==> config.mk <==
export PLATFORM = sky130hd
export DESIGN_NAME = dlc_coproc
export DESIGN_NICKNAME = d
export VERILOG_FILES = /design/src/logic/dlc_pkg.sv /design/src/logic/dlc_cmp_if.sv /design/src/logic/dlc_beam_cmp.sv /design/src/logic/dlc_coproc.sv
export SDC_FILE = /design/constraint.sdc
export NUM_CORES = 1
export LEC_CHECK = 0
export BUFFER_PORTS_ARGS = -buffer_cell sky130_fd_sc_hd__buf_4
export CAP_MARGIN = 10
export CORE_ASPECT_RATIO = 2
export CORE_MARGIN = 2
export CORE_UTILIZATION = 25
export DETAILED_ROUTE_END_ITERATION = 10
export GPL_ROUTABILITY_DRIVEN = 0
export PLACE_DENSITY = 0.46
export SYNTH_ARGS = -nofsm -noshare
export SYNTH_HDL_FRONTEND = slang
export SYNTH_SLANG_ARGS = --single-unit
==> constraint.sdc <==
create_clock -name clk_sys -period 3.2 [get_ports clk_sys]
set_input_delay 0.48 -clock clk_sys [delete_from_list [all_inputs] [get_ports clk_sys]]
set_output_delay 0.48 -clock clk_sys [all_outputs]
set_load 0.05 [all_outputs]
==> src/logic/dlc_pkg.sv <==
// constants and types of the display-list coprocessor
//----------------------------------------------------------------
// Functional notes
//----------------------------------------------------------------
// Functional notes
// - guard bit set: MOVE reaches every register; clear: only offsets above 7E
// - power-on reset clears the guard bit
// - writing restart strobe one or two loads the PC from pointer one or two
// - the coprocessor's own MOVE to a restart strobe also jumps
// - each jump pointer holds a 20-bit chip-memory address for the PC
// - pointers are written as a 5-bit high half and a 15-bit low half
// - every instruction fetch drives marker address 08C, except MOVE second word
// - first word bit 0 clear means MOVE; bits 8..1 destination, word two data
// - destination captured at first word; data driven to it at second word
// - WAIT/SKIP: word one bit 0 set, V in 15..8, H 8..2 in 7..1
// - WAIT keeps off the bus until beam reaches the masked target
// - SKIP skips the next MOVE when the beam has reached the target
// - word two bits 14..8, 7..1 are compare enables; top V bit always compared
// - word two bit 15 clear: blit-done must also hold; set: it is ignored
// - bus slots are requested only on odd memory cycles
// - two word fetches per instruction, four memory cycles of 280 ns
// - start of vertical blank reloads the PC from pointer one
// - fetching needs master DMA enable bit 9 and coprocessor enable bit 7
package dlc_pkg;
    //----------------------------------------------------------------
    // register offsets
    //----------------------------------------------------------------
    localparam logic [8:0]  OFS_CONTROL      = 9'h02E;
    localparam logic [8:0]  OFS_PTR_ONE_HI   = 9'h080;
    localparam logic [8:0]  OFS_PTR_ONE_LO   = 9'h082;
    localparam logic [8:0]  OFS_PTR_TWO_HI   = 9'h084;
    localparam logic [8:0]  OFS_PTR_TWO_LO   = 9'h086;
    localparam logic [8:0]  OFS_RESTART_ONE  = 9'h088;
    localparam logic [8:0]  OFS_RESTART_TWO  = 9'h08A;
    localparam logic [8:0]  OFS_FETCH_MARKER = 9'h08C;
    localparam logic [8:0]  OFS_GUARD_LIMIT  = 9'h07E;
    //----------------------------------------------------------------
    // fields and reset values
    //----------------------------------------------------------------
    localparam int          CTRL_ALLOW_BIT   = 1;
    localparam logic        CTRL_ALLOW_RST   = 1'b0;
    localparam int          DMA_MASTER_BIT   = 9;
    localparam int          DMA_COPPER_BIT   = 7;
    localparam int          PTR_HI_W         = 5;
    localparam int          PTR_LO_W         = 15;
    localparam int          PC_W_DOC         = PTR_HI_W + PTR_LO_W;
    localparam int          BLIT_IGNORE_BIT  = 15;
    //----------------------------------------------------------------
    // timing
    //----------------------------------------------------------------
    localparam int          CLK_PERIOD_PS    = 4000;
    localparam int          MEM_CYCLE_PS     = 280000;
    localparam int          MEM_CYCLE_CLKS   = (MEM_CYCLE_PS + CLK_PERIOD_PS - 1) / CLK_PERIOD_PS;
    localparam int          MEM_CYCLES_INSN  = 4;
    //----------------------------------------------------------------
    // sequencer states
    //----------------------------------------------------------------
    typedef enum logic [1:0] {
        ST_FETCH1 = 2'b00,
        ST_FETCH2 = 2'b01,
        ST_WAIT   = 2'b10,
        ST_HALT   = 2'b11
    } dlc_state_t;
endpackage : dlc_pkg

==> src/logic/dlc_cmp_if.sv <==
// beam comparison carrier between sequencer and comparator
`timescale 1ns/1ps
interface dlc_cmp_if;
    logic [15:0] word1;
    logic [15:0] word2;
    logic [7:0]  beam_v;
    logic [8:0]  beam_h;
    logic        blit_done;
    logic        hit;
    modport cmp (input word1, input word2, input beam_v, input beam_h, input blit_done, output hit);
    modport ctl (output word1, output word2, output beam_v, output beam_h, output blit_done, input hit);
endinterface : dlc_cmp_if

==> src/logic/dlc_beam_cmp.sv <==
// masked beam position comparator
`timescale 1ns/1ps
module dlc_beam_cmp
    import dlc_pkg::*;
(
    dlc_cmp_if.cmp cif
);
    logic [14:0] mask;
    logic [14:0] target;
    logic [14:0] beam;

    //----------------------------------------------------------------
    // compare
    //----------------------------------------------------------------
    assign mask   = {1'b1, cif.word2[14:8], cif.word2[7:1]};
    assign target = {cif.word1[15:8], cif.word1[7:1]} & mask;
    assign beam   = {cif.beam_v, cif.beam_h[8:2]} & mask;
    assign cif.hit = (beam >= target) && (cif.word2[BLIT_IGNORE_BIT] || cif.blit_done);
endmodule : dlc_beam_cmp

==> src/logic/dlc_coproc.sv <==
// display-list coprocessor: fetch, decode and execute
`timescale 1ns/1ps
module dlc_coproc
    import dlc_pkg::*;
#(
    parameter int PC_W = PC_W_DOC
)
(
    // clock and reset
    input  wire logic              clk_sys,
    input  wire logic              rst_n,
    input  wire logic              clk_en,
    // processor register writes
    input  wire logic              cpu_wr_en,
    input  wire logic [8:0]        cpu_wr_addr,
    input  wire logic [15:0]       cpu_wr_data,
    // system state
    input  wire logic [15:0]       dma_control,
    input  wire logic              vblank_start,
    input  wire logic              blit_done,
    input  wire logic [7:0]        beam_v,
    input  wire logic [8:0]        beam_h,
    // chip memory slot
    input  wire logic              slot_odd,
    input  wire logic              dma_grant,
    input  wire logic [15:0]       mem_data,
    output logic                   dma_req_r,
    output logic [PC_W-1:0]        dma_addr_r,
    // chip register bus
    output logic [8:0]             rbus_addr_r,
    output logic [15:0]            rbus_data_r,
    output logic                   rbus_wr_r
);
    //----------------------------------------------------------------
    // checks and decode
    //----------------------------------------------------------------
    if (PC_W != PC_W_DOC) begin : g_bad_pc
        $error("dlc_coproc: PC_W must equal the pointer width");
    end

    function automatic logic is_move(input logic [15:0] w);
        return !w[0];
    endfunction : is_move

    function automatic logic reg_hit(input logic en, input logic [8:0] a, input logic [8:0] ofs);
        return en && (a == ofs);
    endfunction : reg_hit

    dlc_state_t         state_r;
    logic [PC_W-1:0]    pc_r;
    logic [PC_W-1:0]    ptr_one_r;
    logic [PC_W-1:0]    ptr_two_r;
    logic               allow_r;
    logic [15:0]        word1_r;
    logic [15:0]        word2_r;
    logic               skip_r;
    logic               dma_ok;
    logic               fetching;
    logic               grant1;
    logic               grant2;
    logic               own_wr;
    logic [8:0]         own_addr;
    logic               strobe_one;
    logic               strobe_two;
    logic               restart;
    logic               dma_req_nxt;
    logic               guarded;

    //----------------------------------------------------------------
    // comparator
    //----------------------------------------------------------------
    dlc_cmp_if cmp_bus();
    assign cmp_bus.word1     = word1_r;
    assign cmp_bus.word2     = word2_r;
    assign cmp_bus.beam_v    = beam_v;
    assign cmp_bus.beam_h    = beam_h;
    assign cmp_bus.blit_done = blit_done;

    dlc_beam_cmp u_cmp (
        .cif (cmp_bus.cmp)
    );

    //----------------------------------------------------------------
    // combinational control
    //----------------------------------------------------------------
    assign dma_ok     = dma_control[DMA_MASTER_BIT] && dma_control[DMA_COPPER_BIT];
    assign fetching   = (state_r == ST_FETCH1) || (state_r == ST_FETCH2);
    assign grant1     = dma_req_r && dma_grant && (state_r == ST_FETCH1);
    assign grant2     = dma_req_r && dma_grant && (state_r == ST_FETCH2);
    assign own_addr   = {word1_r[8:1], 1'b0};
    assign own_wr     = grant2 && is_move(word1_r) && !skip_r;
    assign guarded    = !allow_r && ({mem_data[8:1], 1'b0} <= OFS_GUARD_LIMIT);
    assign strobe_one = reg_hit(cpu_wr_en, cpu_wr_addr, OFS_RESTART_ONE)
                     || reg_hit(own_wr, own_addr, OFS_RESTART_ONE);
    assign strobe_two = reg_hit(cpu_wr_en, cpu_wr_addr, OFS_RESTART_TWO)
                     || reg_hit(own_wr, own_addr, OFS_RESTART_TWO);
    assign restart    = strobe_one || strobe_two || vblank_start;
    assign dma_req_nxt = fetching && !restart && !dma_grant && dma_ok && slot_odd;

    //----------------------------------------------------------------
    // control register and jump pointers
    //----------------------------------------------------------------
    always_ff @(posedge clk_sys or negedge rst_n) begin
        if (!rst_n) begin
            allow_r <= CTRL_ALLOW_RST;
        end else if (clk_en) begin
            if (reg_hit(own_wr, own_addr, OFS_CONTROL)) begin
                allow_r <= mem_data[CTRL_ALLOW_BIT];
            end else if (reg_hit(cpu_wr_en, cpu_wr_addr, OFS_CONTROL)) begin
                allow_r <= cpu_wr_data[CTRL_ALLOW_BIT];
            end
        end
    end

    always_ff @(posedge clk_sys or negedge rst_n) begin
        if (!rst_n) begin
            ptr_one_r <= '0;
            ptr_two_r <= '0;
        end else if (clk_en) begin
            if (reg_hit(cpu_wr_en, cpu_wr_addr, OFS_PTR_ONE_HI)) begin
                ptr_one_r[PC_W-1:PTR_LO_W] <= cpu_wr_data[PTR_HI_W-1:0];
            end
            if (reg_hit(cpu_wr_en, cpu_wr_addr, OFS_PTR_ONE_LO)) begin
                ptr_one_r[PTR_LO_W-1:0] <= cpu_wr_data[PTR_LO_W-1:0];
            end
            if (reg_hit(cpu_wr_en, cpu_wr_addr, OFS_PTR_TWO_HI)) begin
                ptr_two_r[PC_W-1:PTR_LO_W] <= cpu_wr_data[PTR_HI_W-1:0];
            end
            if (reg_hit(cpu_wr_en, cpu_wr_addr, OFS_PTR_TWO_LO)) begin
                ptr_two_r[PTR_LO_W-1:0] <= cpu_wr_data[PTR_LO_W-1:0];
            end
            if (reg_hit(own_wr, own_addr, OFS_PTR_ONE_HI)) begin
                ptr_one_r[PC_W-1:PTR_LO_W] <= mem_data[PTR_HI_W-1:0];
            end
            if (reg_hit(own_wr, own_addr, OFS_PTR_ONE_LO)) begin
                ptr_one_r[PTR_LO_W-1:0] <= mem_data[PTR_LO_W-1:0];
            end
            if (reg_hit(own_wr, own_addr, OFS_PTR_TWO_HI)) begin
                ptr_two_r[PC_W-1:PTR_LO_W] <= mem_data[PTR_HI_W-1:0];
            end
            if (reg_hit(own_wr, own_addr, OFS_PTR_TWO_LO)) begin
                ptr_two_r[PTR_LO_W-1:0] <= mem_data[PTR_LO_W-1:0];
            end
        end
    end

    //----------------------------------------------------------------
    // program counter
    //----------------------------------------------------------------
    always_ff @(posedge clk_sys or negedge rst_n) begin
        if (!rst_n) begin
            pc_r <= '0;
        end else if (clk_en) begin
            if (strobe_two) begin
                pc_r <= ptr_two_r;
            end else if (strobe_one || vblank_start) begin
                pc_r <= ptr_one_r;
            end else if (grant1 || grant2) begin
                pc_r <= pc_r + PC_W'(1);
            end
        end
    end

    //----------------------------------------------------------------
    // sequencer
    //----------------------------------------------------------------
    always_ff @(posedge clk_sys or negedge rst_n) begin
        if (!rst_n) begin
            state_r <= ST_HALT;
            word1_r <= '0;
            word2_r <= '0;
            skip_r  <= 1'b0;
        end else if (clk_en) begin
            if (restart) begin
                state_r <= ST_FETCH1;
                skip_r  <= 1'b0;
            end else begin
                case (state_r)
                    ST_FETCH1: begin
                        if (grant1) begin
                            word1_r <= mem_data;
                            if (is_move(mem_data) && guarded && !skip_r) begin
                                state_r <= ST_HALT;
                            end else begin
                                state_r <= ST_FETCH2;
                            end
                        end
                    end
                    ST_FETCH2: begin
                        if (grant2) begin
                            word2_r <= mem_data;
                            skip_r <= 1'b0;
                            state_r <= is_move(word1_r) ? ST_FETCH1 : ST_WAIT;
                        end
                    end
                    ST_WAIT: begin
                        if (word2_r[0]) begin
                            skip_r  <= cmp_bus.hit;
                            state_r <= ST_FETCH1;
                        end else if (cmp_bus.hit) begin
                            state_r <= ST_FETCH1;
                        end
                    end
                    ST_HALT: begin
                        state_r <= ST_HALT;
                    end
                    default: begin
                        state_r <= ST_HALT;
                    end
                endcase
            end
        end
    end

    //----------------------------------------------------------------
    // memory request
    //----------------------------------------------------------------
    always_ff @(posedge clk_sys or negedge rst_n) begin
        if (!rst_n) begin
            dma_req_r  <= 1'b0;
            dma_addr_r <= '0;
        end else if (clk_en) begin
            dma_req_r <= dma_req_nxt;
            if (dma_req_nxt) begin
                dma_addr_r <= pc_r;
            end
        end
    end

    //----------------------------------------------------------------
    // register bus drive
    //----------------------------------------------------------------
    always_ff @(posedge clk_sys or negedge rst_n) begin
        if (!rst_n) begin
            rbus_addr_r <= OFS_FETCH_MARKER;
            rbus_data_r <= '0;
            rbus_wr_r   <= 1'b0;
        end else if (clk_en) begin
            rbus_wr_r <= own_wr;
            if (own_wr) begin
                rbus_addr_r <= own_addr;
                rbus_data_r <= mem_data;
            end else if (dma_req_nxt) begin
                if (state_r == ST_FETCH2 && is_move(word1_r)) begin
                    rbus_addr_r <= own_addr;
                end else begin
                    rbus_addr_r <= OFS_FETCH_MARKER;
                end
            end
        end
    end
endmodule : dlc_coproc

[Word-level counts from Yosys, hierarchy flattened]
Index checks and enable logic that the tools add are counted.
Word-level totals
  input port bits: 82
  output and inout port bits: 47
  bits in registers: 143
  logic and storage cells: 135
Operators by class
  add/sub/neg operators: 1
  reductions and logical operators: 65
  magnitude comparators: 2
  bitwise operators: 3
  multiplexer cells: 28
  equal/unequal tests: 21
Operators by type and width (number)
  $mux W15: 4
  $mux W20: 3
  $eq A9 B8 Y1 const B: 6
  $eq A8 B7 Y1 const B: 6
  $and A15 B15 Y15: 2
  $logic_and A1 B1 Y1: 29
  $mux W9: 3
  $add A20 B1 Y20 const B: 1
  $mux W5: 4
  $reduce_and A2 Y1: 9
  $reduce_and A4 Y1: 4
  $ge A15 B15 Y1: 1
  $mux W2: 7
  $reduce_bool A2 Y1: 6
  $eq A9 B6 Y1 const B: 1
  $le A9 B7 Y1 const B: 1
  $ne A3 B3 Y1 const B: 3
  $eq A8 B5 Y1 const B: 1
  $logic_or A1 B1 Y1: 8
  $pmux W2 S4: 1
  $logic_not A1 Y1: 6
  $reduce_bool A3 Y1: 2
  $mux W1: 5
  $eq A2 B2 Y1 const B: 2
  other kinds (5): 5

[Logic depth before layout (Yosys ltp)]
  word-level depth: 15
  mapped depth: 11
  gate-level depth less buffers: 8

[Hierarchy]
Synthesis repeated with hierarchy kept, for this count alone.
Second synthesis, totals
  cells, all modules: 724
  area total of the unflattened synthesis: 7355.8 sq um
Modules (own cells, without submodules)
  dlc_coproc: times used 1, area an instance 6889.1 sq um, cells each 656, sequential area each 3559.7 sq um
  dlc_beam_cmp: times used 1, area an instance 466.7 sq um, cells each 68, sequential area each 0.0 sq um

[Least setup slack after synthesis]
Ideal clock, no wire load.
  path type: flip-flop to flip-flop
  start point: reg state_r[1]
  end point: reg word1_r[0] (netlist: cmp_bus.word1[0])
  setup time: 0.125 ns
  cell stages (with the launch flop): 10
  clock period less this slack: 2.364 ns
  data required time: 3.075 ns
  path buffers: 2
  arrival time: 2.239 ns
  slack: 0.836 ns
  cell sequence: dfstp_2 > inv_1 > ha_1 > clkbuf_2 > and3b_1 > a41oi_1 > and2_1 > nand4_2 > buf_4 > mux2_2
On the way
  cells in the longest elaborated chain, start to end: 10
  elaborated cells between the ends (all ways): 14
  classes of those cells: 1 x eq/ne; 1 x bitwise; 12 x reduce/logical
Ends and longest elaborated chain
  start: declaration: RTL line dlc_coproc.sv:49  | dlc_state_t state_r;
  start signal: assignment: RTL line dlc_coproc.sv:193  | state_r <= is_move(word1_r) ? ST_FETCH1 : ST_WAIT;
  $eq A2 B1 Y1: RTL line dlc_coproc.sv:89  | assign grant2 = dma_req_r && dma_grant && (state_r == ST_FETCH2);
  $logic_and A1 B1 Y1: RTL line dlc_coproc.sv:89
  $logic_and A1 B1 Y1 (2 in series): RTL line dlc_coproc.sv:91  | assign own_wr = grant2 && is_move(word1_r) && !skip_r;
  $logic_and A1 B1 Y1: RTL line dlc_coproc.sv:46  | return en && (a == ofs);
  $logic_or A1 B1 Y1, on equally long branches: RTL line dlc_coproc.sv:94, dlc_coproc.sv:96
  $logic_or A1 B1 Y1 (2 in series): RTL line dlc_coproc.sv:97  | assign restart = strobe_one || strobe_two || vblank_start;
  $not A1 Y1 (no line)
  $reduce_and A4 Y1 (no line) *
  end signal: assignment: RTL line dlc_coproc.sv:181  | word1_r <= mem_data;
  end: declaration: RTL line dlc_coproc.sv:54  | logic [15:0] word1_r;
Mark *: on every way between the ends. The rest lies on a longest branch, timed or not.
A chain may end at the register's enable or synchronous reset.

[Worst setup path after layout]
  start point: reg state_r[1]
  end point: reg dma_addr_r[7]
On the way
  cells in the longest elaborated chain, start to end: 14
  elaborated cells between the ends (all ways): 18
  classes of those cells: 1 x eq/ne; 17 x reduce/logical
Ends and longest elaborated chain
  $eq A2 B1 Y1: RTL line dlc_coproc.sv:87, dlc_coproc.sv:89
  $logic_and A1 B1 Y1: RTL line dlc_coproc.sv:89
  $logic_and A1 B1 Y1 (2 in series): RTL line dlc_coproc.sv:91
  $logic_and A1 B1 Y1: RTL line dlc_coproc.sv:46
  $logic_or A1 B1 Y1, on equally long branches: RTL line dlc_coproc.sv:94, dlc_coproc.sv:96
  $logic_or A1 B1 Y1 (2 in series): RTL line dlc_coproc.sv:97
  $logic_not A1 Y1: RTL line dlc_coproc.sv:98  | assign dma_req_nxt = fetching && !restart && !dma_grant && dma_ok && slot_odd;
  $logic_and A1 B1 Y1 * (4 in series): RTL line dlc_coproc.sv:98
  $reduce_and A2 Y1 (no line) *
  end signal: assignment: RTL line dlc_coproc.sv:225  | dma_addr_r <= pc_r;
  end: declaration: RTL line dlc_coproc.sv:28  | output logic [PC_W-1:0] dma_addr_r,
Marks and branches as above.

==> results.toml <==
[status]
status = "completed"

[floorplanning]
io_pins = 129
die_h_um = 247
die_x_um = 126
core_area_um2 = 29300
std_cell_rows = 89
start_util_pct = 25.2
dieArea_um2 = 31000

[timing]
hold_ws_ns = 0.0751
hold_violations = 0
layout_min_cycle_time_ns = 2.72
finalCritPeriodShare_pct = 85.1
setup_slack_ns = 0.477
slew_headroom_pct = 49.4
slew_viol_final = 0
setup_violations = 0
finClkSkew_ns = 0.00816
finalSetupTns_ns = 0
max_slew.worst_pin.slew_ns = 0.759
rsz0062_at_grt = "false"
fmax_mhz = 367

[pwr]
vdd_drop_max_mv = 0.359
netSwitchingPower_uw = 1860
p_clk_share_pct = 38.4
power_density_nw_per_um2 = 624
p_leak_uw = 0.00455
p_int_uw = 3990
p_comb_share_pct = 23.8
power_frac_seq_pct = 37.8
swShare_pct = 31.9

[grt]
grt_pass1_wl_mm = 34.1
use_met2_pct = 23.8
antenna_found_initial = 0
grt_pass1_vias = 5962
grt-busiest-layer = "met2"
grtUsageTotal_pct = 14.1
grt_overflow = 0
grt_max_degree = 78
grtUsageMet3_pct = 3.40
gr-usage-met1_pct = 17.8

[route]
ant_nets = 0
first_iter_violations = 280
drt_pass1_iterations = 4
vias_per_cell = 4.79
num_vias = 5690
drt_wl_total_mm = 21.4
drc = 0
wl_per_cell_um = 18.0

[placed_design]
post-place-ws_ns = 0.472
hpwl_mm = 15.5
dpl_cell_area_um2 = 8710
post-place-cells = 1157
io_buffer_count = 110

[finish]
synthToLayoutAreaGrowth_pct = 27.0
finish.instance_area_um2 = 9380
regArea_um2 = 3560
nFillCells = 3026
antennaDiodeCount = 0
final_nets = 914
final_layout_size_suffix_gt1_share_pct = 30.3
multiInputGateArea_um2 = 3630
stdcell_count = 1189

[synth]
yosys_most_used_dff = "dfrtp_1"
synth.avg_cell_area_um2 = 10.7
synth_top_area_cell = "dfrtp_1"
synth-async-reset-ratio_pct = 100
synthAdderAreaFrac_pct = 3.39
synthMuxAreaShare_pct = 18.3
synth_compound_area_share_pct = 10.7
yosys.area_share.xor_xnor_pct = 1.54
synth_top_area_share_pct = 46.4
synthTopCellsByArea = "dfrtp_1, mux2_2, mux2i_1"
synthSimpleGateAreaFrac_pct = 15.1
synth_warnings = 0
synth_seq_cells = 142
postSynthCellCount = 691
synth_top_family_by_area = "multiplexers"
synth_edf_count = 0
synthesis.area_um2 = 7380
synth_common_cells = "dfrtp_1, nand2_1, mux2_2"
synth_fp_nets = 793
synth.most_common_cell = "dfrtp_1"
yosysSeqAreaShare_pct = 48.2
ys_types = 63

[clocking]
cts_resized = 0
post-cts-setup-buffers = 0
clk_latency_ns = 0.43
clk_pin_slew_ns = 0.06
cts_sinks = 142
cts_tree = "built"
cts_root_buf = "clkbuf_16"
numCtsBuffers = 17
htree_levels = 4
cts_buffer_depth = 2
hold_buffers = 0

[worst_setup_path]
cp.arrival_ns = 3.03
end_kind = "flop"
critical_path.slowest_cell = "dfstp_2"
path_cells = "inv_1 > ha_1 > and3b_1 > a41oi_1 > nand2_1 > nor2_2 > buf_4 > mux2_1"
path_delay_family = "simple AND/OR/NAND/NOR gates"
reg2reg_setup_slack_ns = 0.48
critPathMaxFanout = 20
cp-endpoint = "dma_addr_r[7]$_DFFE_PN0P_"
start_kind = "flop"
cp.depth = 8
cp.buffers_inverters = 2
timing.critical_path.from = "state_r[1]$_DFFE_PN1P_"
r2r-end = "dma_addr_r[7]$_DFFE_PN0P_"
cp_slowest_stage_delay_ns = 0.54
worstPathRequired_ns = 3.50
r2r_start = "state_r[1]$_DFFE_PN1P_"
crit_type = "reg -> reg"
reg2reg_depth = 8

[run]
maxCapViolCount = 0

[worst_hold_path]
hold_path.class = "in -> async"
==> sequential cells by signal (all words and copies together) (netlist names) <==
signal,count
rbus_data_r,16
allow_r,1
cmp_bus.word1,16
dma_req_r,1
pc_r,20
ptr_one_r,20
rbus_wr_r,1
state_r,2
ptr_two_r,20
dma_addr_r,20
rbus_addr_r,8
cmp_bus.word2,16
skip_r,1
==> metrics by stage <==
step           util [%]  total power (µW)
4_1_cts            32.0              5920
6_report           32.0              5850
3_5_place_dp       29.7              3660
3_3_place_gp       29.7              3640
5_1_grt            32.0              6130
2_1_floorplan         -              3120
==> how the worst min path moves through the flow <==
stage,to,cells after the start
final,rbus_data_r[3]$_DFFE_PN0P_,1
after global routing,rbus_addr_r[4]$_DFFE_PN0P_,1
after CTS,rbus_data_r[3]$_DFFE_PN0P_,1
after detailed placement,ptr_two_r[12]$_DFFE_PN0P_,2
after global placement,ptr_one_r[13]$_DFFE_PN0P_,2
after floorplan,allow_r$_DFFE_PN0P_,0
==> cell families after synthesis <==
family | after synthesis
AND/OR/NAND/NOR | 217
flip-flops | 142
AO/OA/AOI/OAI | 129
multiplexers | 124
buffers and inverters | 45
adder cells (fa/ha/maj) | 20
XOR/XNOR | 13
other | 1
==> power groups by stage <==
stage / Clock [µW] / Combinational, µW / Sequential [µW]
after floorplan: 0 / 437 / 2680
after global routing: 2380 / 1500 / 2250
after detailed placement: 0 / 1410 / 2250
after global placement: 0 / 1400 / 2240
after CTS: 2290 / 1410 / 2220
final: 2250 / 1390 / 2210
==> layout make-up <==
class                   instances  area share (%)
multi-input cells             504            38.7
inverters                      15           0.601
well taps                     364            4.86
repair buffers                132            10.7
clock buffers                  22            5.16
clock inverters                10            1.95
flip-flops and latches        142            38.0
==> placed cells by master (no fill, tap or decap), types with 20 or more instances in the layout <==
master / count
o21ai_0: 41
mux2_1: 21
nand2_1: 79
nand3_1: 30
mux2_2: 68
mux2i_1: 35
ha_1: 20
dfrtp_1: 137
buf_4: 130
a21oi_1: 31
nor2_1: 38
==> per-layer routing <==
layer / routed length [µm] / up-vias
li1: - / 2730
met1: 9440 / 2804
met2: 10600 / 136
met3: 998 / 20
met4: 314 / 0
met5: 0 / -
No activity file was read; power rests on OpenSTA's default activity.
